[src/fpmc_consts.svh]
/*
  Opcodes, status bit positions and timing figures of the flash power-mode
  and page-size configuration block.
  Assumes a 125 MHz system clock; times are maximum figures in ns.
*/
`ifndef FPMC_CONSTS_SVH
`define FPMC_CONSTS_SVH

// opcodes
`define FPMC_OP_DEEP      8'hB9
`define FPMC_OP_RESUME    8'hAB
`define FPMC_OP_ULTRA     8'h79
`define FPMC_CFG_B0       8'h3D
`define FPMC_CFG_B1       8'h2A
`define FPMC_CFG_B2       8'h80
`define FPMC_CFG_B3_256   8'hA6
`define FPMC_CFG_B3_264   8'hA7
`define FPMC_CFG_LEN      3'h4

// status bit positions
`define FPMC_ST_READY     7
`define FPMC_ST1_COMPARE  6
`define FPMC_ST1_DENS_LO  2
`define FPMC_ST1_PROTECT  1
`define FPMC_ST1_PAGE256  0
`define FPMC_ST2_FAIL     5

// reset values
`define FPMC_PAGE256_RST  1'b1
`define FPMC_PIN_RST      3'h4

// times in ns, clock period in ns
`define FPMC_CLK_NS       8
`define FPMC_T_DEEP_IN    3000
`define FPMC_T_DEEP_OUT   7000
`define FPMC_T_ULTRA_IN   3000
`define FPMC_T_ULTRA_OUT  100000
`define FPMC_T_CFG_PROG   3000000

// longest time rounds down, never below one cycle
`define FPMC_CYC(ns) (((ns) / `FPMC_CLK_NS) < 1 ? 1 : ((ns) / `FPMC_CLK_NS))

`endif

[src/fpmc_pkg.sv]
/*
  Types of the flash power-mode and page-size configuration block.
  Assumes nothing of its surroundings.
*/
package fpmc_pkg;

  typedef enum logic [2:0]
  {
    PW_STANDBY,
    PW_CONFIG,
    PW_DEEP_ENTER,
    PW_DEEP,
    PW_DEEP_RESUME,
    PW_ULTRA_ENTER,
    PW_ULTRA,
    PW_ULTRA_EXIT
  } fpmc_state_t;

endpackage

[src/fpmc_sync.sv]
/*
  Two-flop synchroniser, one chain per bit.
  Assumes inputs asynchronous to clk; RST_VAL is the idle level of each bit.
*/
`timescale 1ns/10ps

module fpmc_sync #(
  parameter int         W       = 1,
  parameter logic [W-1:0] RST_VAL = '0
) (
  // clock and reset
  input  wire logic         clk,
  input  wire logic         reset,
  // data
  input  wire logic [W-1:0] d,
  output logic      [W-1:0] q
);

  genvar i;
  generate
    for (i = 0; i < W; i++)
    begin : chain
      logic meta;
      always_ff @(posedge clk or posedge reset)
      begin
        if (reset)
        begin
          meta <= RST_VAL[i];
          q[i] <= RST_VAL[i];
        end
        else
        begin
          meta <= d[i];
          q[i] <= meta;
        end
      end
    end
  endgenerate

endmodule // fpmc_sync

[src/fpmc_top.sv]
/*
  Power-mode and page-size configuration command handling of a serial flash,
  device side of the serial link: frames decoded on cs_n / sck / si.
  Assumes SPI mode 0 or 3 (si sampled on sck rise), sck well below clk / 4,
  and an array engine on clk that reports its own busy and results.
*/
`timescale 1ns/10ps
`include "fpmc_consts.svh"

module fpmc_top
  import fpmc_pkg::*;
#(
  parameter int         DEEP_ENTRY_CYC  = `FPMC_CYC(`FPMC_T_DEEP_IN),
  parameter int         DEEP_RESUME_CYC = `FPMC_CYC(`FPMC_T_DEEP_OUT),
  parameter int         ULTRA_ENTRY_CYC = `FPMC_CYC(`FPMC_T_ULTRA_IN),
  parameter int         ULTRA_EXIT_CYC  = `FPMC_CYC(`FPMC_T_ULTRA_OUT),
  parameter int         CONFIG_CYC      = `FPMC_CYC(`FPMC_T_CFG_PROG),
  parameter int         TW              = 20,
  // density code; value arbitrary
  parameter logic [3:0] DENSITY_CODE    = 4'hA
) (
  // clock and reset
  input  wire logic       clk,
  input  wire logic       reset,
  // serial link pins
  input  wire logic       cs_n,
  input  wire logic       sck,
  input  wire logic       si,
  // array engine
  input  wire logic       array_busy,
  input  wire logic       op_done,
  input  wire logic       op_fail,
  input  wire logic       op_abort,
  input  wire logic       compare_result,
  input  wire logic       protect_on,
  // nonvolatile page-size cell
  input  wire logic       nv_page_256,
  output logic            nv_store,
  output logic            nv_store_value,
  // mode and status
  output logic            standby,
  output logic            deep_sleep,
  output logic            ultra_sleep,
  output logic            ready,
  output logic            cmd_enable,
  output logic            status_enable,
  output logic            buffer_lost,
  output logic            program_fail_flag,
  output logic            page_256,
  output logic [7:0]      status_byte1,
  output logic [7:0]      status_byte2
);

  ////////////////////////////////////////////////////////////////////////////
  // parameter checks

  if (DEEP_ENTRY_CYC < 1 || DEEP_RESUME_CYC < 1 || ULTRA_ENTRY_CYC < 1 ||
      ULTRA_EXIT_CYC < 1 || CONFIG_CYC < 1)
  begin : bad_count
    $error("fpmc_top: every timing count must be at least one cycle");
  end
  if (DEEP_ENTRY_CYC >= 2**TW || DEEP_RESUME_CYC >= 2**TW ||
      ULTRA_ENTRY_CYC >= 2**TW || ULTRA_EXIT_CYC >= 2**TW ||
      CONFIG_CYC >= 2**TW)
  begin : bad_width
    $error("fpmc_top: timer width TW too small for a timing count");
  end

  ////////////////////////////////////////////////////////////////////////////
  // pin synchronisers and edges

  logic            cs_n_s;
  logic            sck_s;
  logic            si_s;
  logic            cs_q;
  logic            sck_q;

  fpmc_sync #(
    .W       (3),
    .RST_VAL (`FPMC_PIN_RST)
  ) u_sync (
    .clk   (clk),
    .reset (reset),
    .d     ({cs_n, sck, si}),
    .q     ({cs_n_s, sck_s, si_s})
  );

  always_ff @(posedge clk or posedge reset)
  begin
    if (reset)
    begin
      cs_q  <= 1'b1;
      sck_q <= 1'b0;
    end
    else
    begin
      cs_q  <= cs_n_s;
      sck_q <= sck_s;
    end
  end

  wire frame_start = !cs_n_s && cs_q;
  wire frame_end   = cs_n_s && !cs_q;
  wire bit_strobe  = !cs_n_s && sck_s && !sck_q;

  ////////////////////////////////////////////////////////////////////////////
  // frame decoder

  fpmc_state_t     state;
  fpmc_state_t     next_state;
  logic [6:0]      shift;
  logic [2:0]      bit_cnt;
  logic [2:0]      byte_cnt;
  logic [7:0]      op0;
  logic            cfg_ok;
  logic            cfg_sel;
  logic            frame_live;

  wire [7:0] new_byte  = {shift, si_s};
  wire       byte_done = bit_strobe && (bit_cnt == 3'h7);
  wire       cfg_byte_ok =
    (byte_cnt == 3'h0) ? (new_byte == `FPMC_CFG_B0) :
    (byte_cnt == 3'h1) ? (cfg_ok && new_byte == `FPMC_CFG_B1) :
    (byte_cnt == 3'h2) ? (cfg_ok && new_byte == `FPMC_CFG_B2) :
    (byte_cnt == 3'h3) ? (cfg_ok && (new_byte == `FPMC_CFG_B3_256 ||
                                     new_byte == `FPMC_CFG_B3_264)) :
    1'b0;

  // frames are only heard in standby, config and deep power-down
  // a frame opened during the exit time stays dead to its end
  wire live_now = (state == PW_STANDBY) || (state == PW_CONFIG) ||
                  (state == PW_DEEP);

  always_ff @(posedge clk or posedge reset)
  begin
    if (reset)
      frame_live <= 1'b0;
    else if (frame_start)
      frame_live <= live_now;
    else if (frame_end)
      frame_live <= 1'b0;
  end

  always_ff @(posedge clk or posedge reset)
  begin
    if (reset)
    begin
      shift   <= 7'h00;
      bit_cnt <= 3'h0;
    end
    else if (frame_start)
    begin
      shift   <= 7'h00;
      bit_cnt <= 3'h0;
    end
    else if (bit_strobe)
    begin
      shift   <= new_byte[6:0];
      bit_cnt <= bit_cnt + 3'h1;
    end
  end

  // byte count saturates past the longest sequence; later bytes are ignored
  always_ff @(posedge clk or posedge reset)
  begin
    if (reset)
    begin
      byte_cnt <= 3'h0;
      op0      <= 8'h00;
      cfg_ok   <= 1'b0;
      cfg_sel  <= 1'b0;
    end
    else if (frame_start)
      byte_cnt <= 3'h0;
    else if (byte_done && byte_cnt != 3'h7)
    begin
      byte_cnt <= byte_cnt + 3'h1;
      cfg_ok   <= cfg_byte_ok;
      if (byte_cnt == 3'h0)
        op0 <= new_byte;
      if (byte_cnt == 3'h3)
        cfg_sel <= !new_byte[0];
    end
  end

  // a power-down opcode counts only once its last bit is in
  wire first_in   = frame_live && (byte_cnt != 3'h0);
  wire cmd_deep   = first_in && (op0 == `FPMC_OP_DEEP);
  wire cmd_resume = first_in && (op0 == `FPMC_OP_RESUME);
  wire cmd_ultra  = first_in && (op0 == `FPMC_OP_ULTRA);
  // exact four bytes, deselect right after the last bit
  wire cmd_cfg    = frame_live && cfg_ok && (byte_cnt == `FPMC_CFG_LEN) &&
                    (bit_cnt == 3'h0);

  ////////////////////////////////////////////////////////////////////////////
  // power-mode state machine

  logic [TW-1:0]   timer;
  logic [TW-1:0]   next_timer;
  logic            cfg_target;

  wire timer_done = (timer == TW'(1));

  always_comb
  begin
    next_state = state;
    next_timer = (timer != '0) ? timer - TW'(1) : timer;
    case (state)
      PW_STANDBY:
        // a busy array drops power-down requests
        if (frame_end && !array_busy)
        begin
          if (cmd_deep)
          begin
            next_state = PW_DEEP_ENTER;
            next_timer = TW'(DEEP_ENTRY_CYC);
          end
          else if (cmd_ultra)
          begin
            next_state = PW_ULTRA_ENTER;
            next_timer = TW'(ULTRA_ENTRY_CYC);
          end
          else if (cmd_cfg)
          begin
            next_state = PW_CONFIG;
            next_timer = TW'(CONFIG_CYC);
          end
        end
      // power-down requests fall through while configuring
      PW_CONFIG:
        if (timer_done)
          next_state = PW_STANDBY;
      PW_DEEP_ENTER:
        if (timer_done)
          next_state = PW_DEEP;
      // only resume is heard; partial resume stays here
      PW_DEEP:
        if (frame_end && cmd_resume)
        begin
          next_state = PW_DEEP_RESUME;
          next_timer = TW'(DEEP_RESUME_CYC);
        end
      // back to standby after the resume time
      PW_DEEP_RESUME:
        if (timer_done)
          next_state = PW_STANDBY;
      PW_ULTRA_ENTER:
        if (timer_done)
          next_state = PW_ULTRA;
      // any pulse wakes, whatever was shifted during it
      PW_ULTRA:
        if (frame_end)
        begin
          next_state = PW_ULTRA_EXIT;
          next_timer = TW'(ULTRA_EXIT_CYC);
        end
      PW_ULTRA_EXIT:
        if (timer_done)
          next_state = PW_STANDBY;
      default:
        next_state = PW_STANDBY;
    endcase
  end

  always_ff @(posedge clk or posedge reset)
  begin
    if (reset)
    begin
      state <= PW_STANDBY;
      timer <= '0;
    end
    else
    begin
      state <= next_state;
      timer <= next_timer;
    end
  end

  ////////////////////////////////////////////////////////////////////////////
  // page size, nonvolatile copy

  logic            nv_loaded;
  wire cfg_start = (state == PW_STANDBY) && (next_state == PW_CONFIG);
  wire cfg_end   = (state == PW_CONFIG) && timer_done;

  // shipped value until the stored cell is read after reset
  always_ff @(posedge clk or posedge reset)
  begin
    if (reset)
    begin
      nv_loaded  <= 1'b0;
      page_256   <= `FPMC_PAGE256_RST;
      cfg_target <= `FPMC_PAGE256_RST;
    end
    else
    begin
      nv_loaded <= 1'b1;
      if (!nv_loaded)
        page_256 <= nv_page_256;
      // new size takes effect at end of program cycle
      else if (cfg_end)
        page_256 <= cfg_target;
      if (cfg_start)
        cfg_target <= cfg_sel;
    end
  end

  ////////////////////////////////////////////////////////////////////////////
  // fail flag and status

  // an abort reads as no failure
  always_ff @(posedge clk or posedge reset)
  begin
    if (reset)
      program_fail_flag <= 1'b0;
    else if (op_done)
      program_fail_flag <= op_fail && !op_abort;
  end

  wire ready_w = !array_busy && (state != PW_CONFIG);

  wire [7:0] status1_w;
  wire [7:0] status2_w;
  assign status1_w = {ready_w, compare_result, DENSITY_CODE, protect_on, page_256};
  assign status2_w = {ready_w, 1'b0, program_fail_flag, 5'h00};

  always_ff @(posedge clk or posedge reset)
  begin
    if (reset)
    begin
      standby        <= 1'b0;
      deep_sleep     <= 1'b0;
      ultra_sleep    <= 1'b0;
      ready          <= 1'b0;
      cmd_enable     <= 1'b0;
      status_enable  <= 1'b0;
      buffer_lost    <= 1'b0;
      nv_store       <= 1'b0;
      nv_store_value <= `FPMC_PAGE256_RST;
      status_byte1   <= 8'h00;
      status_byte2   <= 8'h00;
    end
    else
    begin
      standby        <= (state == PW_STANDBY) && cs_n_s && !array_busy;
      deep_sleep     <= (state == PW_DEEP);
      ultra_sleep    <= (state == PW_ULTRA);
      ready          <= ready_w;
      cmd_enable     <= (state == PW_STANDBY);
      status_enable  <= (state == PW_STANDBY) || (state == PW_CONFIG);
      // buffer content dropped on ultra-deep entry
      buffer_lost    <= (state == PW_STANDBY) && (next_state == PW_ULTRA_ENTER);
      nv_store       <= cfg_end;
      nv_store_value <= cfg_end ? cfg_target : nv_store_value;
      status_byte1   <= status1_w;
      status_byte2   <= status2_w;
    end
  end

  ////////////////////////////////////////////////////////////////////////////
  // checks

  localparam int DEEP_BOUND   = DEEP_ENTRY_CYC + 2;
  localparam int RESUME_BOUND = DEEP_RESUME_CYC + 2;
  localparam int ULTRA_BOUND  = ULTRA_ENTRY_CYC + 2;

  fail_set_a: assert property (
    @(posedge clk) disable iff (reset)
    op_done && op_fail && !op_abort |=> program_fail_flag)
    else $error("fail flag not set after failed operation");

  abort_clear_a: assert property (
    @(posedge clk) disable iff (reset)
    op_done && op_abort |=> !program_fail_flag)
    else $error("fail flag set by aborted operation");

  standby_out_a: assert property (
    @(posedge clk) disable iff (reset)
    state == PW_STANDBY && cs_n_s && !array_busy |=> standby)
    else $error("standby not shown while idle");

  deep_hold_a: assert property (
    @(posedge clk) disable iff (reset)
    state == PW_DEEP && !(frame_end && cmd_resume) |=> state == PW_DEEP)
    else $error("deep power-down left without resume");

  deep_entry_a: assert property (
    @(posedge clk) disable iff (reset)
    $rose(state == PW_DEEP_ENTER) |-> ##[1:DEEP_BOUND] deep_sleep)
    else $error("deep power-down not reached in time");

  short_abort_a: assert property (
    @(posedge clk) disable iff (reset)
    state == PW_STANDBY && frame_end && byte_cnt == 3'h0 |=> state == PW_STANDBY)
    else $error("partial opcode left standby");

  busy_ignore_a: assert property (
    @(posedge clk) disable iff (reset)
    state == PW_STANDBY && frame_end && array_busy |=>
      state != PW_DEEP_ENTER && state != PW_ULTRA_ENTER)
    else $error("power-down taken while busy");

  resume_time_a: assert property (
    @(posedge clk) disable iff (reset)
    $rose(state == PW_DEEP_RESUME) |-> ##[1:RESUME_BOUND] state == PW_STANDBY)
    else $error("resume did not reach standby in time");

  ultra_entry_a: assert property (
    @(posedge clk) disable iff (reset)
    $rose(state == PW_ULTRA_ENTER) |-> ##[1:ULTRA_BOUND] ultra_sleep)
    else $error("ultra-deep not reached in time");

  exit_ignore_a: assert property (
    @(posedge clk) disable iff (reset)
    state == PW_ULTRA_EXIT && frame_start |=> !frame_live)
    else $error("frame heard during ultra-deep exit");

  cfg_busy_a: assert property (
    @(posedge clk) disable iff (reset)
    state == PW_CONFIG |=> !ready)
    else $error("ready shown during config cycle");

endmodule // fpmc_top

[config.mk]
export PLATFORM = sky130hd
export DESIGN_NAME = fpmc_top
export DESIGN_NICKNAME = d
export VERILOG_FILES = /design/src/fpmc_pkg.sv /design/src/fpmc_sync.sv /design/src/fpmc_top.sv
export VERILOG_INCLUDE_DIRS = /design/src
export SDC_FILE = /design/constraint.sdc
export NUM_CORES = 1
export LEC_CHECK = 0
export BUFFER_PORTS_ARGS = -buffer_cell sky130_fd_sc_hd__buf_2
export CAP_MARGIN = 20
export CORE_ASPECT_RATIO = 1.2
export CORE_MARGIN = 2
export CORE_UTILIZATION = 53
export CTS_BUF_LIST = sky130_fd_sc_hd__clkbuf_4 sky130_fd_sc_hd__clkbuf_8 sky130_fd_sc_hd__clkbuf_16
export DETAILED_ROUTE_END_ITERATION = 8
export GPL_TIMING_DRIVEN = 0
export PLACE_DENSITY = 0.75
export RECOVER_POWER = 25
export SLEW_MARGIN = 25
export SYNTH_ARGS = -nofsm -noshare
export SYNTH_HDL_FRONTEND = slang
export SYNTH_HIERARCHICAL = 1
export SYNTH_SLANG_ARGS = --single-unit
[constraint.sdc]
create_clock -name clk -period 2 [get_ports clk]
set_input_delay 0.1 -clock clk [delete_from_list [all_inputs] [get_ports clk]]
set_output_delay 0.1 -clock clk [all_outputs]
set_load 0.02 [all_outputs]
# --- After elaboration in Yosys (flattened, before gate mapping) ---
# Cells that the tools add are included.
# W data, S select, Z words.
word_totals:
  regBits: 76
  input_bits: 12
  out_inout_bits: 27
  elab_cells: 140
op_classes:
  add_sub_neg: 3
  eq_ne: 26
  n_mux: 32
  bitwise_logic: 1
  reduce_logical: 46
ops:
  columns: ["operator", "count"]
  rows:
  - ["$mux W20", 7]
  - ["$pmux W20 S3", 1]
  - ["$eq A8 B8 Y1 const B", 5]
  - ["$mux W3", 13]
  - ["$logic_and A1 B1 Y1", 25]
  - ["$eq A3 B3 Y1 const B", 7]
  - ["$eq A20 B1 Y1 const B", 1]
  - ["$reduce_bool A20 Y1", 1]
  - ["$sub A20 B1 Y20 const B", 1]
  - ["$pmux W3 S6", 1]
  - ["$eq A8 B6 Y1 const B", 2]
  - ["$mux W7", 2]
  - ["$eq A3 B2 Y1 const B", 4]
  - ["$eq A3 B1 Y1 const B", 3]
  - ["$logic_not A3 Y1", 3]
  - ["$eq A8 B7 Y1 const B", 1]
  - ["$mux W1", 8]
  - ["$add A3 B1 Y3 const B", 2]
  - ["$logic_not A1 Y1", 6]
  - ["$reduce_and A3 Y1", 2]
  - ["$reduce_bool A2 Y1", 3]
  - ["$logic_or A1 B1 Y1", 3]
  - ["$ne A3 B1 Y1 const B", 1]
  - ["$ne A3 B3 Y1 const B", 1]
  - ["5 further kinds", 5]

# --- Depth between registers and ports, before layout ---
depth:
  depth_word: 10
  mapped_depth: 7

# --- By module ---
# The synthesis kept the hierarchy.
modules_own_cells:
  columns: ["mod", "instances", "cells_each", "area_each_um2", "seq_area_each_um2"]
  rows:
  - ["fpmc_top", 1, 351, 3609.7, 1656.6]
  - ["fpmc_sync", 1, 7, 156.4, 152.6]

# --- Least setup slack after synthesis ---
# OpenSTA, ideal clock, no wires.
synth_timing:
  path_kind: "flip-flop to flip-flop"
  startpoint: "reg timer[14]"
  endpoint: "reg state[1]"
  setup_ns: 0.124
  arrival_time_ns: 1.806
  required_ns: 1.876
  slack_ns: 0.070
  path_stages_with_launch: 6
  n_path_buf: 0
  period_less_slack_ns: 1.930
  path_cell_list: "dfrtp_1 > nor4_4 > nand4_4 > nor2_4 > mux2_1 > a211o_1"
synth_via:
  elab_chain_len: 3
  elab_cells_between_ends: 5
  cone_classes: "1 x eq/ne; 4 x mux"
synth_lines:
  columns: ["item", "line", "rtl"]
  rows:
  - ["from (decl)", "fpmc_top.sv:198", "logic [TW-1:0] timer;"]
  - ["from (signal assigned)", "fpmc_top.sv:275", "timer <= next_timer;"]
  - ["$eq A20 B1 Y1 (*)", "fpmc_top.sv:202", "wire timer_done = (timer == TW'(1));"]
  - ["$mux W3, on equally long branches", null, null]
  - ["$pmux W3 S6 (*)", "fpmc_top.sv:208", "case (state)"]
  - ["via next_state[1]", "fpmc_top.sv:110", "fpmc_state_t next_state;"]
  - ["to (signal assigned)", "fpmc_top.sv:274", "state <= next_state;"]
  - ["to (decl)", "fpmc_top.sv:109", "fpmc_state_t state;"]
# Mark *: on every way through the listed nets, which the timed path passes. The rest lies on a longest branch.
# A chain may end at the register's enable or synchronous reset.

# --- Worst setup path in the final report ---
layout_timing:
  startpoint: "reg byte_cnt[1]"
  endpoint: "reg timer[19]"
layout_via:
  elab_chain_len: 8
  elab_cells_between_ends: 15
  cone_classes: "1 x eq/ne; 6 x mux; 8 x reduce/logical"
layout_lines:
  columns: ["item", "line", "rtl"]
  rows:
  - ["from (decl)", "fpmc_top.sv:113", "logic [2:0] byte_cnt;"]
  - ["from (signal assigned)", "fpmc_top.sv:177", "byte_cnt <= byte_cnt + 3'h1;"]
  - ["$eq A3 B3 Y1 (no source line)", null, null]
  - ["$logic_and A1 B1 Y1 (2 in a row)", "fpmc_top.sv:192", "wire cmd_cfg = frame_live && cfg_ok && (byte_cnt == `FPMC_CFG_LEN) &&"]
  - ["$mux W20", "fpmc_top.sv:223", "else if (cmd_cfg)"]
  - ["$mux W20", "fpmc_top.sv:218", "else if (cmd_ultra)"]
  - ["$mux W20", "fpmc_top.sv:213", "if (cmd_deep)"]
  - ["$mux W20", "fpmc_top.sv:211", "if (frame_end && !array_busy)"]
  - ["$pmux W20 S3 (*)", "fpmc_top.sv:208", null]
  - ["via next_timer[19]", "fpmc_top.sv:199", "logic [TW-1:0] next_timer;"]
# Marked as above.

==> flow_metrics.tcl <==
set metrics [dict create \
    clock_skew_ns 0.0108 \
    cts_tree "built" \
    place_congestion 0.852 \
    setup_violations 4 \
    slowest_delay_ns 0.62 \
    cp_cell_sequence "inv_2 > ha_4 > nand4b_1 > or4_4 > a32oi_4 > nor3_1" \
    netlist_top_cells_count "66 x dfrtp_1, 36 x nand2_1, 24 x a21oi_1" \
    synth_area_um2 3770 \
    yosys.area.top_type "dfrtp_1" \
    rows 33 \
    grt_usage 0.236 \
    r2r_cells 6 \
    dp_hpwl_um 5660 \
    areaGrowthSynthToFinish_pct 26.1 \
    ys_ff_latch 72 \
    drtIter0Drc 129 \
    crit-reg2reg-launch "byte_cnt[1]$_DFFE_PP0P_" \
    post-route-min-period_ns 2.03 \
    final_area_um2 4750 \
    grt_pass1_vias 2983 \
    syn_avg_cell_area_um2 10.5 \
    drive_above_1_share 0.309 \
    regArea_um2 1810 \
    cts_buffers 9 \
    cp-end-kind "register" \
    async_flop_share 1.00 \
    nFillCells 516 \
    critPathKind "reg -> reg" \
    cp-startpoint "byte_cnt[1]$_DFFE_PP0P_" \
    core_area_um2 6850 \
    clock-sinks 72 \
    synth-seq-area-share 0.480 \
    min_path_type "in -> async" \
    antenna_found_initial 0 \
    cp_slowest_cell "or4_4" \
    clk_pin_slew_ns 0.08 \
    placed_cell_area_um2 4080 \
    crit_path_max_fanout 5 \
    grt_max_degree 48 \
    die_h_um 96.3 \
    worst_ep_arrival_time_ns 2.27 \
    grt_first_pass_wirelength_um 13900 \
    ir_worst_vdd_mv 0.612 \
    die_w_um 81.0 \
    reg2reg_setup_slack_ns -0.03 \
    power_density_nw_per_um2 660 \
    synth.most_common_cell "dfrtp_1" \
    clk_latency_ns 0.36 \
    synth.distinct_cells 69 \
    grt-ovfl-total 0 \
    port_buffers 30 \
    ios 39 \
    start_util 0.549 \
    vias 3026 \
    violations "negative setup slack" \
    nNetsFinal 464 \
    ant_nets 0 \
    start_kind "register" \
    drc_errors 0 \
    synth_edf_count 0 \
    die-area_um2 7800 \
    n_antenna_cell 0 \
    yosys-top-cells-area "dfrtp_1 44%, ha_1 4.7%, dfstp_2 4.2%" \
    hold_viol 0 \
    multiInputGateArea_um2 1930 \
    maxSlewViolCount 0 \
    timing.final.crit_share 1.01 \
    root_buffer "clkbuf_8" \
    outcome "complete, but fails checks" \
    required_ns 2.24 \
    viasPerCell 5.71 \
    synth_warnings 6 \
    r2r-end "timer[19]$_DFF_PP0_" \
    cts_max_path_buffers 2 \
    p_leak_nw 2.18 \
    tightest_slew_ns 0.967 \
    netlist.area_leader.share 0.439 \
    netlist_instances 358 \
    first_pass_iters 4 \
    htreeDepth 3 \
    synthFlopType "dfrtp_1" \
    max_freq_mhz 493 \
    routedWlPerCell_um 16.6 \
    maxSlewHeadroom 0.352 \
    rsz0062_at_grt "true" \
    worst_hold_slack_ns 0.181 \
    drt-total-wl_um 8820 \
    setup_slack_ns -0.0273 \
    cap_violations 0 \
]
[layer usage]
metal	GRT usage	routed length, um	up-vias	part of all wire
met4	0.137	297	0	0.034
met5	0	0	-	0
met2	0.416	4820	74	0.55
met3	0.0422	253	28	0.029
li1	-	-	1427	-
met1	0.264	3450	1497	0.39
[area by class of cell]
class	instances	area share
Buffer	18	0.0263
Tap cell	87	0.0229
Timing Repair Buffer	62	0.0940
Multi-Input combinational cell	255	0.406
Clock buffer	10	0.0290
Inverter	20	0.0161
Clock inverter	6	0.0245
Sequential cell	72	0.381
[state kept, by name, indices dropped and copies added, names as in the netlist, 2 cells and up]
signal             count
u_sync/chain.meta      3
status_byte1           4
state                  3
op0                    8
u_sync/q               3
bit_cnt                3
shift                  7
status_byte2           2
byte_cnt               3
timer                 20
[where the power goes]
part           switching (W)  leakage (nW)  internal (W)
Sequential         0.0000167         0.911       0.00148
Combinational       0.000111          1.14     0.0000731
Clock               0.000581         0.127      0.000868
[stage by stage]
| step | instances | TNS, ns | total power, W | utilization | setup slack, ns |
|---|---|---|---|---|---|
| finish | 530 | -0.0915 | 0.00313 | 0.693 | -0.0273 |
| global route | 530 | -0.897 | 0.00324 | 0.693 | -0.110 |
| CTS | 514 | 0 | 0.00314 | 0.663 | 0.00370 |
| detailed placement | 483 | -3.30 | 0.00169 | 0.595 | -0.214 |
| global placement | 482 | -35.94 | 0.00168 | 0.591 | -0.549 |
| floorplan | 365 | 0 | 0.00163 | - | 0.0699 |
[cells by family after synthesis]
kind of cell	count (synthesis)	synth area share
AOI/OAI and AO/OA	76	0.135
xor gates and xnor gates	14	0.0326
other	2	0.00199
buffers and inverters	38	0.0532
adders and majority gates	14	0.0465
and+or+nand+nor	127	0.206
muxes	15	0.0439
DFF	72	0.480
[cell usage in the layout (no fill, tap or decap), types with 5 or more instances in the layout]
cell type	count
o2111ai_1	5
nand2b_1	8
a21oi_1	23
dfstp_2	5
dlygate4sd3_1	10
o21ai_0	8
o21ai_1	8
clkbuf_8	11
ha_1	12
mux2_2	8
nand2_1	33
dfrtp_1	66
conb_1	9
nor2_1	20
nand3_1	5
nand2_2	5
inv_1	15
nor3_1	9
xor2_1	7
buf_2	31
buf_4	32
xnor2_1	7
[worst max path at each step]
stage	to	cells after the start
finish	timer[19]$_DFF_PP0_	6
floorplan	state[1]$_DFF_PP0_	5
global placement	timer[17]$_DFF_PP0_	2
CTS	timer[19]$_DFF_PP0_	6
global route	timer[6]$_DFF_PP0_	6
detailed placement	timer[18]$_DFF_PP0_	7
[critical path, delay by kind of cell, from the launching register on]
| family | cells | cell delay, ns |
|---|---|---|
| flip-flops | 1 | 0.42 |
| AND/OR/NAND/NOR | 3 | 0.88 |
| AO/OA/AOI/OAI | 1 | 0.35 |
| adder cells (fa/ha/maj) | 1 | 0.15 |
| buffers and inverters | 1 | 0.10 |
[timing repair]
item | in CTS | in global routing
gates resized for setup | 14 | 15
endpoints found under the hold margin | 34 | 0
buffers inserted | 5 | 16
hold buffers | 10 | 0
pin swaps | 3 | 13
endpoints found under the setup margin | 29 | 30
Note: power is estimated with default switching activity, not from simulation.
